**src/rtl/ppac_pkg.sv**
```systemverilog
// Shared constants, carriers and helpers for the prescale, align and
// pair-join control of the eight-channel modulator.
// Assumes one bus clock and a synchronous, active-high reset.
package ppac_pkg;

	////////////////////////////////////////////////////////////////////
	// Register indices; the byte address is four times the index
	localparam logic [5:0] IDX_PRESCALE = 6'h03;
	localparam logic [5:0] IDX_ALIGN    = 6'h04;
	localparam logic [5:0] IDX_CTRL     = 6'h05;
	localparam logic [5:0] IDX_STATUS   = 6'h20;

	// Field positions
	localparam int SEL_W          = 3;
	localparam int SEL_A_LSB      = 0;
	localparam int SEL_B_LSB      = 4;
	localparam int CTL_FREEZE_BIT = 2;
	localparam int CTL_WAIT_BIT   = 3;
	localparam int CTL_JOIN_LSB   = 4;
	localparam int JOIN_W         = 4;

	// Writable bits; the rest read as zero
	localparam logic [7:0] PRESCALE_MASK = 8'h77;
	localparam logic [7:0] CTRL_MASK     = 8'hfc;

	// Reset values
	localparam logic [7:0] PRESCALE_RST = 8'h00;
	localparam logic [7:0] ALIGN_RST    = 8'h00;
	localparam logic [7:0] CTRL_RST     = 8'h00;

	// Prescaler counter width: 2**7 is the largest division
	localparam int PRE_W = 7;

	////////////////////////////////////////////////////////////////////
	// Software configuration handed to the datapath
	typedef struct packed {
		logic [JOIN_W-1:0] join_pair;
		logic              wait_stop_prescaler;
		logic              freeze_stop_prescaler;
		logic [SEL_W-1:0]  clk_b_divider_sel;
		logic [SEL_W-1:0]  clk_a_divider_sel;
		logic [7:0]        center_align_bit;
	} ppac_cfg_t;

	// Per-channel controls handed to the channel counters
	typedef struct packed {
		logic [7:0]        center;
		logic [7:0]        run;
		logic [JOIN_W-1:0] join_pair;
	} ppac_chan_t;

	// Low bits of the counter that must all be one for a tick
	function automatic logic [PRE_W-1:0] div_mask(
		input logic [SEL_W-1:0] sel
	);
		logic [7:0] m;
		m = (8'h01 << sel) - 8'h01;
		return m[PRE_W-1:0];
	endfunction : div_mask

endpackage : ppac_pkg

```
**src/rtl/ppac_ctrl_top.sv**
```systemverilog
// Control of an eight-channel modulator: prescaled clocks A and B,
// per-channel alignment, pair joining and wait/freeze gating.
// Assumes an Avalon-MM master on the bus clock, word addressed, and
// channel enables plus wait/freeze levels synchronous to CORE_CLK.
//
// The Avalon-MM register port is this design's own decision.
`timescale 1ns/1ps
module ppac_ctrl_top
	import ppac_pkg::*;
(
	input  wire logic        CORE_CLK,
	input  wire logic        SYS_RST,
	input  wire logic [5:0]  AVS_ADDRESS,
	input  wire logic        AVS_READ,
	input  wire logic        AVS_WRITE,
	input  wire logic [31:0] AVS_WRITEDATA,
	input  wire logic [3:0]  AVS_BYTEENABLE,
	output logic      [31:0] AVS_READDATA,
	output logic             AVS_WAITREQUEST,
	input  wire logic [7:0]  CHANNEL_ENABLE,
	input  wire logic        WAIT_MODE,
	input  wire logic        FREEZE_MODE,
	output logic             CLK_A_EN,
	output logic             CLK_B_EN,
	output logic      [7:0]  CHAN_CENTER,
	output logic      [7:0]  CHAN_RUN,
	output logic      [3:0]  CHAN_JOIN
);

	////////////////////////////////////////////////////////////////////
	// State

	typedef struct packed {
		ppac_cfg_t  cfg;
		logic       ack;
		logic [7:0] rdata;
	} ppac_top_st_t;

	ppac_top_st_t     st_r;
	ppac_top_st_t     st_nxt;
	logic             req;
	logic             take;
	logic             pre_run;
	logic [PRE_W-1:0] pre_count;
	logic             tick_a;
	logic             tick_b;
	ppac_chan_t       chan;

	////////////////////////////////////////////////////////////////////
	// Register images, reserved bits forced to zero

	function automatic logic [7:0] reg_image(
		input ppac_top_st_t s,
		input logic [5:0]   idx,
		input logic         run,
		input logic [PRE_W-1:0] cnt
	);
		logic [7:0] v;
		v = 8'h00;
		unique case (idx)
			IDX_PRESCALE: begin
				v[SEL_A_LSB +: SEL_W] = s.cfg.clk_a_divider_sel;
				v[SEL_B_LSB +: SEL_W] = s.cfg.clk_b_divider_sel;
			end
			IDX_ALIGN: begin
				v = s.cfg.center_align_bit;
			end
			IDX_CTRL: begin
				v[CTL_JOIN_LSB +: JOIN_W] = s.cfg.join_pair;
				v[CTL_WAIT_BIT]   = s.cfg.wait_stop_prescaler;
				v[CTL_FREEZE_BIT] = s.cfg.freeze_stop_prescaler;
			end
			IDX_STATUS: begin
				v = {cnt, run};
			end
			default: begin
				v = 8'h00;
			end
		endcase
		return v;
	endfunction : reg_image

	////////////////////////////////////////////////////////////////////
	// Bus slave: one wait cycle, then the answer

	// Request stalls one cycle; the edge after that completes it
	assign req             = AVS_READ || AVS_WRITE;
	assign AVS_WAITREQUEST = req && !st_r.ack;
	assign take            = req && st_r.ack;
	assign AVS_READDATA    = {24'h000000, st_r.rdata};

	// Bus access never depends on the prescaler, so freeze cannot lock
	// software out of the control register
	always_comb begin
		st_nxt     = st_r;
		st_nxt.ack = req && !st_r.ack;
		if (req && !st_r.ack)
			st_nxt.rdata = reg_image(st_r, AVS_ADDRESS, pre_run,
				pre_count);
		if (take && AVS_WRITE && AVS_BYTEENABLE[0]) begin
			unique case (AVS_ADDRESS)
				IDX_PRESCALE: begin
					// Masked bits simply never land
					st_nxt.cfg.clk_a_divider_sel =
						AVS_WRITEDATA[SEL_A_LSB +: SEL_W];
					st_nxt.cfg.clk_b_divider_sel =
						AVS_WRITEDATA[SEL_B_LSB +: SEL_W];
				end
				IDX_ALIGN: begin
					st_nxt.cfg.center_align_bit =
						AVS_WRITEDATA[7:0];
				end
				IDX_CTRL: begin
					// No interlock against enabled channels
					st_nxt.cfg.join_pair =
						AVS_WRITEDATA[CTL_JOIN_LSB +: JOIN_W];
					st_nxt.cfg.wait_stop_prescaler =
						AVS_WRITEDATA[CTL_WAIT_BIT];
					st_nxt.cfg.freeze_stop_prescaler =
						AVS_WRITEDATA[CTL_FREEZE_BIT];
				end
				default: begin
					st_nxt.cfg = st_r.cfg;
				end
			endcase
		end
	end

	// Reset values
	always_ff @(posedge CORE_CLK) begin
		if (SYS_RST) begin
			st_r.ack   <= 1'b0;
			st_r.rdata <= 8'h00;
			st_r.cfg.clk_a_divider_sel <=
				PRESCALE_RST[SEL_A_LSB +: SEL_W];
			st_r.cfg.clk_b_divider_sel <=
				PRESCALE_RST[SEL_B_LSB +: SEL_W];
			st_r.cfg.center_align_bit <= ALIGN_RST;
			st_r.cfg.join_pair <= CTRL_RST[CTL_JOIN_LSB +: JOIN_W];
			st_r.cfg.wait_stop_prescaler <= CTRL_RST[CTL_WAIT_BIT];
			st_r.cfg.freeze_stop_prescaler <= CTRL_RST[CTL_FREEZE_BIT];
		end else begin
			st_r <= st_nxt;
		end
	end

	////////////////////////////////////////////////////////////////////
	// Prescaler gating and datapath

	// Gate the counter's input: wait, freeze or all channels idle
	assign pre_run = (|CHANNEL_ENABLE)
		&& !(WAIT_MODE && st_r.cfg.wait_stop_prescaler)
		&& !(FREEZE_MODE && st_r.cfg.freeze_stop_prescaler);

	ppac_prescaler u_prescaler (
		.clk    (CORE_CLK),
		.rst    (SYS_RST),
		.run    (pre_run),
		.sel_a  (st_r.cfg.clk_a_divider_sel),
		.sel_b  (st_r.cfg.clk_b_divider_sel),
		.tick_a (tick_a),
		.tick_b (tick_b),
		.count  (pre_count)
	);

	ppac_pair_map u_pair_map (
		.clk    (CORE_CLK),
		.rst    (SYS_RST),
		.cfg    (st_r.cfg),
		.enable (CHANNEL_ENABLE),
		.chan   (chan)
	);

	// Clock A serves 0,1,4,5 and clock B 2,3,6,7 in the counters
	assign CLK_A_EN    = tick_a;
	assign CLK_B_EN    = tick_b;
	assign CHAN_CENTER = chan.center;
	assign CHAN_RUN    = chan.run;
	assign CHAN_JOIN   = chan.join_pair;
endmodule : ppac_ctrl_top

```
**src/rtl/ppac_prescaler.sv**
```systemverilog
// Free-running bus-clock prescaler that yields clock A and clock B as
// one-cycle enables. Assumes run already carries all stop conditions.
`timescale 1ns/1ps
module ppac_prescaler
	import ppac_pkg::*;
(
	input  wire logic             clk,
	input  wire logic             rst,
	input  wire logic             run,
	input  wire logic [SEL_W-1:0] sel_a,
	input  wire logic [SEL_W-1:0] sel_b,
	output logic                  tick_a,
	output logic                  tick_b,
	output logic [PRE_W-1:0]      count
);

	typedef struct packed {
		logic [PRE_W-1:0] cnt;
		logic             a_en;
		logic             b_en;
	} ppac_pre_st_t;

	ppac_pre_st_t st_r;
	ppac_pre_st_t st_nxt;

	////////////////////////////////////////////////////////////////////
	// One counter feeds both rates, so A and B stay phase related
	always_comb begin
		st_nxt = st_r;
		st_nxt.a_en = 1'b0;
		st_nxt.b_en = 1'b0;
		if (run) begin
			st_nxt.cnt  = st_r.cnt + 1'b1;
			st_nxt.a_en = (st_r.cnt & div_mask(sel_a)) == div_mask(sel_a);
			st_nxt.b_en = (st_r.cnt & div_mask(sel_b)) == div_mask(sel_b);
		end
	end

	// Selects are used live: a change mid-pulse may bend one pulse
	always_ff @(posedge clk) begin
		if (rst)
			st_r <= '0;
		else
			st_r <= st_nxt;
	end

	assign tick_a = st_r.a_en;
	assign tick_b = st_r.b_en;
	assign count  = st_r.cnt;
endmodule : ppac_prescaler

```
**src/rtl/ppac_pair_map.sv**
```systemverilog
// Folds pair joining onto the per-channel enables and alignment bits.
// Assumes enables come from the enable register outside this block.
`timescale 1ns/1ps
module ppac_pair_map
	import ppac_pkg::*;
(
	input  wire logic       clk,
	input  wire logic       rst,
	input  ppac_cfg_t       cfg,
	input  wire logic [7:0] enable,
	output ppac_chan_t      chan
);

	ppac_chan_t st_r;
	ppac_chan_t st_nxt;

	////////////////////////////////////////////////////////////////////
	// Even channel is the high byte, odd the low byte and the pin
	always_comb begin
		st_nxt.join_pair = cfg.join_pair;
		st_nxt.center    = cfg.center_align_bit;
		st_nxt.run       = enable;
		for (int p = 0; p < JOIN_W; p++) begin
			if (cfg.join_pair[p]) begin
				// Odd channel's bits steer the whole 16-bit channel
				st_nxt.center[2*p]   = cfg.center_align_bit[2*p+1];
				st_nxt.run[2*p]      = 1'b0;
				st_nxt.run[2*p+1]    = enable[2*p+1];
			end
		end
	end

	// Registered so the counters see clean levels
	always_ff @(posedge clk) begin
		if (rst)
			st_r <= '0;
		else
			st_r <= st_nxt;
	end

	assign chan = st_r;
endmodule : ppac_pair_map

```
**config.mk**
```make
export PLATFORM = sky130hd
export DESIGN_NAME = ppac_ctrl_top
export DESIGN_NICKNAME = d
export VERILOG_FILES = /design/src/rtl/ppac_pkg.sv /design/src/rtl/ppac_ctrl_top.sv /design/src/rtl/ppac_prescaler.sv /design/src/rtl/ppac_pair_map.sv
export SDC_FILE = /design/constraint.sdc
export NUM_CORES = 1
export LEC_CHECK = 0
export ABC_CLOCK_PERIOD_IN_PS = 2200
export BUFFER_PORTS_ARGS = -buffer_cell sky130_fd_sc_hd__buf_2
export CAP_MARGIN = 20
export CELL_PAD_IN_SITES_DETAIL_PLACEMENT = 0
export CELL_PAD_IN_SITES_GLOBAL_PLACEMENT = 1
export CORE_UTILIZATION = 37
export CTS_BUF_LIST = sky130_fd_sc_hd__clkbuf_2
export DETAILED_ROUTE_END_ITERATION = 8
export PLACE_DENSITY_LB_ADDON = 0.1
export SLEW_MARGIN = 20
export SYNTH_ARGS = -nofsm -noshare
export SYNTH_HDL_FRONTEND = slang
export SYNTH_SLANG_ARGS = --single-unit
```
**constraint.sdc**
```tcl
create_clock -name CORE_CLK -period 2.2 [get_ports CORE_CLK]
set_clock_uncertainty 0.15 [all_clocks]
set_input_delay 0.33 -clock CORE_CLK [delete_from_list [all_inputs] [get_ports CORE_CLK]]
set_output_delay 0.33 -clock CORE_CLK [all_outputs]
set_load 0.01 [all_outputs]
```
==> results of run 1 <==
## critical path: cells and delay by family, from the launching register on
kind	cells	cell delay [ns]
DFF	1	0.37
AOI/OAI and AO/OA	1	0.14
buffers and inverters	2	0.46
## power groups by stage
stage | registers [mW] | clock network (mW) | logic [mW]
after floorplan | 1.11 | 0 | 0.149
after global placement | 1.11 | 0 | 0.194
after detailed placement | 1.11 | 0 | 0.194
after CTS | 1.09 | 0.667 | 0.216
after global routing | 1.09 | 0.719 | 0.240
final | 1.09 | 0.650 | 0.217
## cells in the mapped netlist, types with 2 or more instances
cell	n	share of area [%]
dfxtp_1	58	41
nor2_1	48	6.4
buf_4	32	8.5
mux2i_1	30	11
nor2b_1	13	2.9
nor3_1	8	1.4
clkbuf_1	7	0.93
nor4_1	7	1.6
a21oi_1	6	1.1
and3_1	6	1.3
nand2b_1	6	1.3
a2111oi_0	5	1.6
nand2_1	5	0.67
nand3_1	5	0.89
xnor2_1	5	1.6
buf_2	4	0.71
nor3b_1	4	1.1
a211oi_1	3	0.80
a221oi_1	3	0.93
inv_1	3	0.40
nand3b_1	3	0.80
a21boi_0	2	0.53
and4b_1	2	0.71
and4bb_2	2	0.89
buf_1	2	0.27
buf_6	2	0.80
ha_1	2	0.89
mux2_2	2	0.80
nor4b_1	2	0.62
o21ai_0	2	0.36
## per-layer routing
metal	global-route usage, %	up-vias	wire, µm
li1	-	1160	-
met1	24.10	1058	3331
met2	28.66	96	3108
met3	4.155	15	377
met4	9.668	0	129
met5	0	-	0
## state kept, by name, summed over array words and instances (netlist names)
name	count
st_r	21
u_pair_map.chan	20
AVS_READDATA	8
u_prescaler.count	7
u_prescaler.tick_a	1
u_prescaler.tick_b	1
## placed cells by master, fill, tap and decap left out, types with 3 or more instances in the layout
cell type / netlist / final
buf_2: 4 / 59
dfxtp_1: 58 / 57
nor2_1: 48 / 47
mux2i_1: 30 / 30
conb_1: 1 / 24
dlygate4sd3_1: 0 / 16
nor2b_1: 13 / 13
buf_4: 32 / 11
clkbuf_2: 1 / 9
nor3_1: 8 / 8
nor4_1: 7 / 7
nand2b_1: 6 / 6
and3_1: 6 / 6
a21oi_1: 6 / 6
clkinv_1: 1 / 5
nand2_1: 5 / 5
nand3_1: 5 / 5
a2111oi_0: 5 / 5
xnor2_1: 5 / 5
nor3b_1: 4 / 4
inv_1: 3 / 3
nand3b_1: 3 / 3
a221oi_1: 3 / 3
a211oi_1: 3 / 3
## worst max path at each step
stage / start / depth (start not counted) / slack (ns) / endpoint
final: st_r[8]$_SDFF_PP0_ / 3 / 0.27 / AVS_WAITREQUEST
after global routing: st_r[19]$_SDFFE_PP0P_ / 7 / 0.07 / u_prescaler.tick_a$_SDFF_PP0_
after CTS: st_r[17]$_SDFFE_PP0P_ / 7 / 0.21 / u_prescaler.tick_a$_SDFF_PP0_
after detailed placement: AVS_ADDRESS[0] / 5 / 0.11 / AVS_READDATA[5]$_SDFFE_PP0P_
after global placement: AVS_ADDRESS[0] / 5 / 0.09 / AVS_READDATA[5]$_SDFFE_PP0P_
after floorplan: st_r[19]$_SDFFE_PP0P_ / 8 / 0.42 / u_prescaler.tick_a$_SDFF_PP0_
## logic make-up (layout without fill, tap and decap cells)
group           count (synthesis)  after routing
flops                          58             58
xor+xnor                        5              5
buf+inv                        52            108
mux                            32             32
fa+ha+maj                       2              2
simple gates                  117            117
other cells                     1             24
compound gates                 34             34
## layout make-up
cell class              instances  area, µm²  share of cell area [%]
multi-input cells             214       1403                   41.41
inverters                       4      15.01                  0.4433
repair buffers                 88      578.1                   17.07
clock buffers                   9      45.04                   1.330
clock inverters                 7      60.06                   1.773
well taps                      99      123.9                   3.657
flip-flops and latches         58       1162                   34.32
## repair_timing
action	CTS	global route
hold buffers	16	0
buffers inserted	0	0
resized for setup	0	2
hold endpoints to repair	28	0
setup endpoints to repair	0	1
==> impl_metrics.tcl, run 1 <==
set metrics [dict create \
    status "completed" \
    fin_hold_ws_ns 0.04722 \
    rsz0062_at_grt "false" \
    yosysSeqAreaShare_pct 41.30 \
    synthFlopType "dfxtp_1" \
    setup_viol 0 \
    synth_simple_gate_area_share_pct 23.23 \
    grt_overflow 0 \
    cellInternalPower_mw 1.411 \
    grt_antenna_before_repair 0 \
    ys_seq_elements 58 \
    pin_count 111 \
    grt_max_degree 26 \
    syn2layout_area_growth_pct 20.47 \
    slowest_stage "dfxtp_1" \
    fill_cells 766 \
    crit_type "flop to primary output" \
    tightest_slew_ns 0.7259 \
    slew-limit-headroom_pct 50.35 \
    num_vias 2329 \
    drc_errors 0 \
    clkSlewWorstSetupHoldPaths_ns 0.16 \
    row_count 31 \
    cts-root-buf "clkbuf_2" \
    async_flop_share_pct 0 \
    synthAdderAreaFrac_pct 0.8901 \
    r2r_end "u_prescaler.tick_a$_SDFF_PP0_" \
    cts_max_path_buffers 2 \
    pwr-share-clk_pct 33.2 \
    place_ws_ns 0.1106 \
    period_needed_ns 1.933 \
    start_util_pct 38.56 \
    stdcell_count 479 \
    design_area_mm2 0.003387 \
    setup_ws_ns 0.2668 \
    cts.sinks 58 \
    diodes 0 \
    hold_path_end "st_r[18]$_SDFFE_PP0P_" \
    start_kind "flop" \
    place_area_mm2 0.003118 \
    critPathArrivalTime_ns 1.45 \
    reg2reg_slack_ns 0.33 \
    netlist_instances 301 \
    synth_edf_count 0 \
    dp.cells 447 \
    synth_xor_area_share_pct 1.558 \
    track_usage_pct 18.52 \
    finalHoldViolations 0 \
    synth_top_family_by_area "simple AND/OR/NAND/NOR gates" \
    power.total_mw 1.955 \
    core-area_mm2 0.007292 \
    drv_cap 0 \
    fin_crit_sh_pct 87.87 \
    syn_area_mm2 0.002811 \
    drtAntennaViolNets 0 \
    min_path_cells 2 \
    cts_tree "done" \
    hpwlAfterDp_mm 4.872 \
    cts_made_buffers 9 \
    required_ns 1.72 \
    wl_mm 6.946 \
    irDropWorstVdd_uv 247.1 \
    cts.htree.levels 3 \
    final_util_pct 46.45 \
    p_seq_share_pct 55.7 \
    die_height_um 89.17 \
    die_w_um 89.17 \
    layout-drive-gt1-share_pct 25.00 \
    hold_class "input pin to flop" \
    post_drt_wl_per_cell_um 14.50 \
    power_frac_comb_pct 11.1 \
    cp_max_fo 8 \
    slew_viol_final 0 \
    r2r_cells 7 \
    synth.area.mux_share_pct 11.48 \
    tns_ns 0 \
    power_density_mw_per_mm2 577.1 \
    ys_types 52 \
    leakage_nw 1.464 \
    crit_path_cell_trace "o21bai_1 > clkinv_1 > buf_2" \
    viasPerCell 4.862 \
    synth-compound-area-share_pct 9.435 \
    finalWeightedCongestion 0.7697 \
    first_pass_iters 6 \
    clock_latency_ns 0.51 \
    max_freq_mhz 517.3 \
    r2r-start "st_r[19]$_SDFFE_PP0P_" \
    swShare_pct 27.81 \
    grt_pass1_wl_mm 10.65 \
    p_sw_mw 0.5437 \
    die_area_mm2 0.007951 \
    slowest_delay_ns 0.37 \
    syn_avg_cell_area_um2 9.340 \
    hp-start "SYS_RST" \
    portBuffers 59 \
    final_nets 433 \
    endpoint_kind "primary output" \
    synth_warnings 0 \
    grt_pass1_vias 2076 \
    drt_iter0_drc 90 \
]
Power figures use the tool's default switching activity.
==> run 2: changes to the inputs <==
--- a/config.mk
+++ b/config.mk
@@ -5,12 +5,13 @@
 export SDC_FILE = /design/constraint.sdc
 export NUM_CORES = 1
 export LEC_CHECK = 0
+export ABC_AREA = 1
 export ABC_CLOCK_PERIOD_IN_PS = 2200
 export BUFFER_PORTS_ARGS = -buffer_cell sky130_fd_sc_hd__buf_2
 export CAP_MARGIN = 20
 export CELL_PAD_IN_SITES_DETAIL_PLACEMENT = 0
 export CELL_PAD_IN_SITES_GLOBAL_PLACEMENT = 1
-export CORE_UTILIZATION = 37
+export CORE_UTILIZATION = 35
 export CTS_BUF_LIST = sky130_fd_sc_hd__clkbuf_2
 export DETAILED_ROUTE_END_ITERATION = 8
 export PLACE_DENSITY_LB_ADDON = 0.1
==> run 2 against run 1 <==
Net effect:
- worst setup slack better by 0.13 ns
- critical endpoint unchanged
- highest routed layer unchanged
- critical path depth is 1 higher
- maximum frequency is 7.4% higher
- sequential power hardly changed
- area after synthesis is 1.1% higher
- hold slack better by 0.027 ns
==> impl_metrics.tcl, run 2 <==
set metrics [dict create \
    final_util_pct 43.06 \
    hpwlAfterDp_mm 5.247 \
    slowest_delay_ns 0.41 \
    row_count 32 \
    cpLargestDelayFamily "flip-flops" \
    drc_errors 0 \
    async_flop_share_pct 0 \
    yosysSeqAreaShare_pct 40.85 \
    clock_latency_ns 0.53 \
    period_needed_ns 1.799 \
    die_w_um 92.12 \
    layout_common_cells "nand2_1, buf_2, dfxtp_1, nor2_1, inv_1" \
    power_density_mw_per_mm2 559.4 \
    crit_buf_inv 3 \
    netlist_instances 379 \
    synth_top_area_share_pct 40.85 \
    cts_tree "done" \
    track_usage_pct 17.81 \
    p_sw_mw 0.5835 \
    wl_mm 6.835 \
    num_vias 2472 \
    cts_made_buffers 9 \
    ys_types 30 \
    die_height_um 92.12 \
    grt_pass1_wl_mm 11.36 \
    post-synth-top-count-cell "nand2_1" \
    post_cts_buffers 0 \
    slowest_stage "dfxtp_1" \
    synthTopCellsByArea "dfxtp_1, buf_4, nand2_1" \
    tns_ns 0 \
    grt_max_degree 28 \
    pwr-share-clk_pct 32.5 \
    grt_antenna_before_repair 0 \
    fin_crit_sh_pct 81.79 \
    finalWeightedCongestion 0.7970 \
    setup_ws_ns 0.4006 \
    layout-drive-gt1-share_pct 25.33 \
    largest_reg_flops 21 \
    cts.sinks 58 \
    crit_type "flop to primary output" \
    p_seq_share_pct 57.5 \
    setup_viol 0 \
    die_area_mm2 0.008486 \
    syn2layout_area_growth_pct 18.27 \
    first_pass_iters 4 \
    post_cts_resized 0 \
    start_kind "flop" \
    pin_count 111 \
    clkSlewWorstSetupHoldPaths_ns 0.17 \
    grt_overflow 0 \
    syn_area_mm2 0.002843 \
    post_drt_wl_per_cell_um 12.21 \
    max_freq_mhz 555.8 \
    critPathArrivalTime_ns 1.32 \
    finalHoldViolations 0 \
    irDropWorstVdd_uv 169.9 \
    hold_class "input pin to flop" \
    endpoint_kind "primary output" \
    start_util_pct 36.41 \
    fill_cells 860 \
    slew_viol_final 0 \
    drtAntennaViolNets 0 \
    cellInternalPower_mw 1.297 \
    drv_cap 0 \
    viasPerCell 4.414 \
    power_frac_comb_pct 10.0 \
    place_ws_ns 0.4614 \
    ys_seq_elements 58 \
    portBuffers 59 \
    required_ns 1.72 \
    cts_max_path_buffers 2 \
    synthFlopType "dfxtp_1" \
    final_common_cell "nand2_1" \
    crit_path_cell_trace "inv_1 > o21ai_2 > inv_2 > buf_2" \
    leakage_nw 1.536 \
    top_register "st_r" \
    synth_edf_count 0 \
    cts.htree.levels 3 \
    drt_iter0_drc 82 \
    synth_area_leader_cell "dfxtp_1" \
    syn_avg_cell_area_um2 7.501 \
    status "completed" \
    diodes 0 \
    cts-root-buf "clkbuf_2" \
    synth_warnings 0 \
    grt_pass1_vias 2313 \
    rsz0062_at_grt "false" \
    core-area_mm2 0.007807 \
    final_nets 511 \
    cp_max_fo 9 \
    synthTopCellsByCount "nand2_1, dfxtp_1, nor2_1" \
    swShare_pct 31.02 \
]
run 2: per-stage QoR:
stage               power, mW  hold slack, ns  instances  instance area (µm²)
floorplan               1.236          0.2870        402                 2929
global placement        1.271          0.3023        528                 3104
detailed placement      1.272          0.3030        528                 3104
CTS                     1.911         0.05230        560                 3362
global route            1.982         0.06164        560                 3362
finish                  1.881         0.07440        560                 3362
run 2: area by class of cell:
class	count	area (µm²)	share of cell area, %
multi-input cells	252	1292	38.44
flip-flops and latches	58	1161	34.54
repair buffers	78	478.0	14.22
inverters	54	205.2	6.103
well taps	102	127.6	3.796
clock inverters	7	52.55	1.563
clock buffers	9	45.04	1.340
run 2: routing by layer:
metal  routed length, µm  GRT usage (%)  share of wire, %
met4                 183          9.505               2.7
met2                3063          28.17                45
met1                3238          22.77                47
met5                   0              0                 0
met3                 350          3.483               5.1
run 2: cell families after synthesis:
| family | share of synthesized area [%] |
|---|---|
| other cells | 0.1319 |
| simple gates | 25.40 |
| compound gates | 14.48 |
| buf+inv | 16.73 |
| flops | 40.84 |
| fa+ha+maj | 0.8801 |
| xor+xnor | 1.540 |
run 2: power by group through the flow:
stage | Clock, mW | Sequential [mW] | Combinational [mW]
floorplan | 0 | 1.11 | 0.130
global placement | 0 | 1.10 | 0.168
detailed placement | 0 | 1.10 | 0.169
CTS | 0.638 | 1.08 | 0.191
global route | 0.684 | 1.09 | 0.213
finish | 0.610 | 1.08 | 0.189
run 2: worst paths after layout:
kind                                              startpoint                             to  slack, ns  cells after the start
worst max-delay path                      st_r[8]$_SDFF_PP0_                AVS_WAITREQUEST       0.40                      4
worst min-delay path                                AVS_READ             st_r[8]$_SDFF_PP0_       0.07                      4
worst max register to register         st_r[17]$_SDFFE_PP0P_  u_prescaler.tick_a$_SDFF_PP0_       0.55                      7
worst min register to register  AVS_READDATA[1]$_SDFFE_PP0P_   AVS_READDATA[1]$_SDFFE_PP0P_       0.32                      2
run 2: worst min-delay path, cell delays in order:
cell	delay, ns
buf_2	0.08
o21ai_2	0.06
buf_4	0.16
nor2_1	0.08
run 2: timing repair:
action | CTS | global route
endpoints found under the setup margin | 0 | 0
hold endpoints to repair | 28 | 0
hold buffers | 16 | 0
==> run 3: changes to the inputs <==
--- a/config.mk
+++ b/config.mk
@@ -6,12 +6,12 @@
 export NUM_CORES = 1
 export LEC_CHECK = 0
 export ABC_AREA = 1
-export ABC_CLOCK_PERIOD_IN_PS = 2200
+export ABC_CLOCK_PERIOD_IN_PS = 1600
 export BUFFER_PORTS_ARGS = -buffer_cell sky130_fd_sc_hd__buf_2
 export CAP_MARGIN = 20
 export CELL_PAD_IN_SITES_DETAIL_PLACEMENT = 0
 export CELL_PAD_IN_SITES_GLOBAL_PLACEMENT = 1
-export CORE_UTILIZATION = 35
+export CORE_UTILIZATION = 32
 export CTS_BUF_LIST = sky130_fd_sc_hd__clkbuf_2
 export DETAILED_ROUTE_END_ITERATION = 8
 export PLACE_DENSITY_LB_ADDON = 0.1
==> constraint.sdc (replaced) <==
create_clock -name CORE_CLK -period 1.6 [get_ports CORE_CLK]
set_clock_uncertainty 0.15 [all_clocks]
set_input_delay 0.24 -clock CORE_CLK [delete_from_list [all_inputs] [get_ports CORE_CLK]]
set_output_delay 0.24 -clock CORE_CLK [all_outputs]
set_load 0.01 [all_outputs]
==> run 3 against run 2 <==
Net effect:
- non-clock buffer count increased by 9
- sequential power increased by 37%
- sequential share of layout area decreased by 1.2 points
- worst setup slack got worse by 0.31 ns
- critical path depth increased by 4
- die area increased by 9.2%
- hold slack got worse by 0.034 ns
- core utilization decreased by 2.8 points
- final cell count increased by 2.7%
- global-route usage decreased by 1.5 points
- critical path type is now input pin to flop
- highest routed layer unchanged
==> impl_metrics.tcl, run 3 (same netlist as run 2, synthesis figures left out) <==
set metrics [dict create \
    layout-drive-gt1-share_pct 27.84 \
    hpwlAfterDp_mm 5.442 \
    final_nets 520 \
    setup_viol 0 \
    grt_pass1_vias 2250 \
    finalWeightedCongestion 0.7613 \
    setup_ws_ns 0.08945 \
    grt_overflow 0 \
    cts_tree "done" \
    wl_met3_um 307 \
    portBuffers 59 \
    max_freq_mhz 662.0 \
    rsz0062_at_grt "true" \
    grt_pass1_wl_mm 11.07 \
    start_kind "input pin" \
    wl_met2_mm 3.133 \
    cts.sinks 58 \
    largest_reg_flops 21 \
    required_ns 1.87 \
    first_pass_iters 6 \
    pin_count 111 \
    die_area_mm2 0.009264 \
    hp-start "AVS_READ" \
    drt_iter0_drc 99 \
    power_density_mw_per_mm2 809.1 \
    stdcell_count 575 \
    endpoint_kind "flop" \
    status "completed" \
    crit_type "input pin to flop" \
    tns_ns 0 \
    layout_common_cells "nand2_1, buf_2, dfxtp_1, nor2_1, inv_1" \
    crit_path_start "CHANNEL_ENABLE[7]" \
    track_usage_pct 16.35 \
    wl_met1_mm 3.512 \
    place_ws_ns 0.05378 \
    irDropWorstVdd_uv 404.4 \
    fin_hold_ws_ns 0.04081 \
    fin_crit_sh_pct 94.41 \
    leakage_nw 1.612 \
    wl_mm 7.066 \
    cts_made_buffers 9 \
    cp_max_fo 7 \
    die_height_um 96.25 \
    syn2layout_area_growth_pct 23.02 \
    diodes 0 \
    reg2reg_slack_ns 0.17 \
    post_drt_wl_per_cell_um 12.29 \
    cts_max_path_buffers 2 \
    clock_latency_ns 0.49 \
    maxUsedRoutingLayer "met4" \
    core-area_mm2 0.008678 \
    finalHoldViolations 0 \
    cts.htree.levels 3 \
    slew_viol_final 0 \
    drc_errors 0 \
    viasPerCell 4.313 \
    cts-root-buf "clkbuf_2" \
    period_needed_ns 1.511 \
    num_vias 2480 \
    critPathArrivalTime_ns 1.78 \
    clkSlewWorstSetupHoldPaths_ns 0.16 \
    top_register "st_r" \
    row_count 34 \
    dp.cells 541 \
    drtAntennaViolNets 0 \
    grt_max_degree 27 \
    drv_cap 0 \
    start_util_pct 32.76 \
    r2r-start "st_r[17]$_SDFFE_PP0P_" \
    grt_antenna_before_repair 0 \
    hold_class "input pin to flop" \
    die_w_um 96.25 \
]
run 3: changes by cell type in the layout (fill, tap and decap cells not counted), sizes merged:
cell,before,now
buf,62,71
bufinv,0,2
clkbuf,9,10
clkinv,1,3
clkinvlp,3,1
inv,57,54
run 3: cell type report:
| type | instances | area (µm²) |
|---|---|---|
| timing repair buffer | 87 | 558.0 |
| sequential | 58 | 1167 |
| clock buffer | 10 | 50.05 |
| fill | 966 | 5181 |
| clock inverter | 6 | 81.33 |
| multi-input combinational | 252 | 1297 |
| tap | 108 | 135.1 |
| inverter | 54 | 207.7 |
run 3: final timing paths:
check	end	cells after the start
setup / recovery	u_prescaler.count[6]$_SDFFE_PP0N_	8
hold / removal	st_r[8]$_SDFF_PP0_	4
setup reg to reg	u_prescaler.tick_a$_SDFF_PP0_	7
hold reg to reg	AVS_READDATA[7]$_SDFFE_PP0P_	2
run 3: critical path, stage by stage:
cell and delay (ns):
dlygate4sd3_1 0.54, buf_2 0.13, nor2_1 0.13, nand4_1 0.20, nand2_2 0.20, buf_4 0.16
nand2_1 0.05, a21oi_1 0.14
run 3: metrics by stage:
stage / area (µm²) / power [mW] / util [%]
after floorplan: 2929 / 1.699 / -
after global placement: 3177 / 1.755 / 36.61
after detailed placement: 3177 / 1.756 / 36.61
after CTS: 3477 / 2.868 / 40.07
after global routing: 3497 / 2.982 / 40.30
final: 3497 / 2.829 / 40.30
run 3: power breakdown:
part	leakage [nW]	internal, mW	total, mW	switching, mW
combinational	1.06	0.109	0.275	0.166
clock	0.0793	0.513	1.07	0.559
sequential	0.473	1.47	1.48	0.0134
total	1.61	2.09	2.83	0.738
run 3: timing repair:
item | 4_1_cts | 5_1_grt
hold endpoints to repair | 28 | 0
setup endpoints to repair | 1 | 7
setup buffers | 1 | 1
resized for setup | 1 | 6
hold buffers | 16 | 0
run 3: metal layers:
metal	global-route usage, %	vias to the layer above
met5	0	-
met4	7.090	0
met3	3.002	10
met2	25.95	60
met1	21.53	1104
li1	-	1306
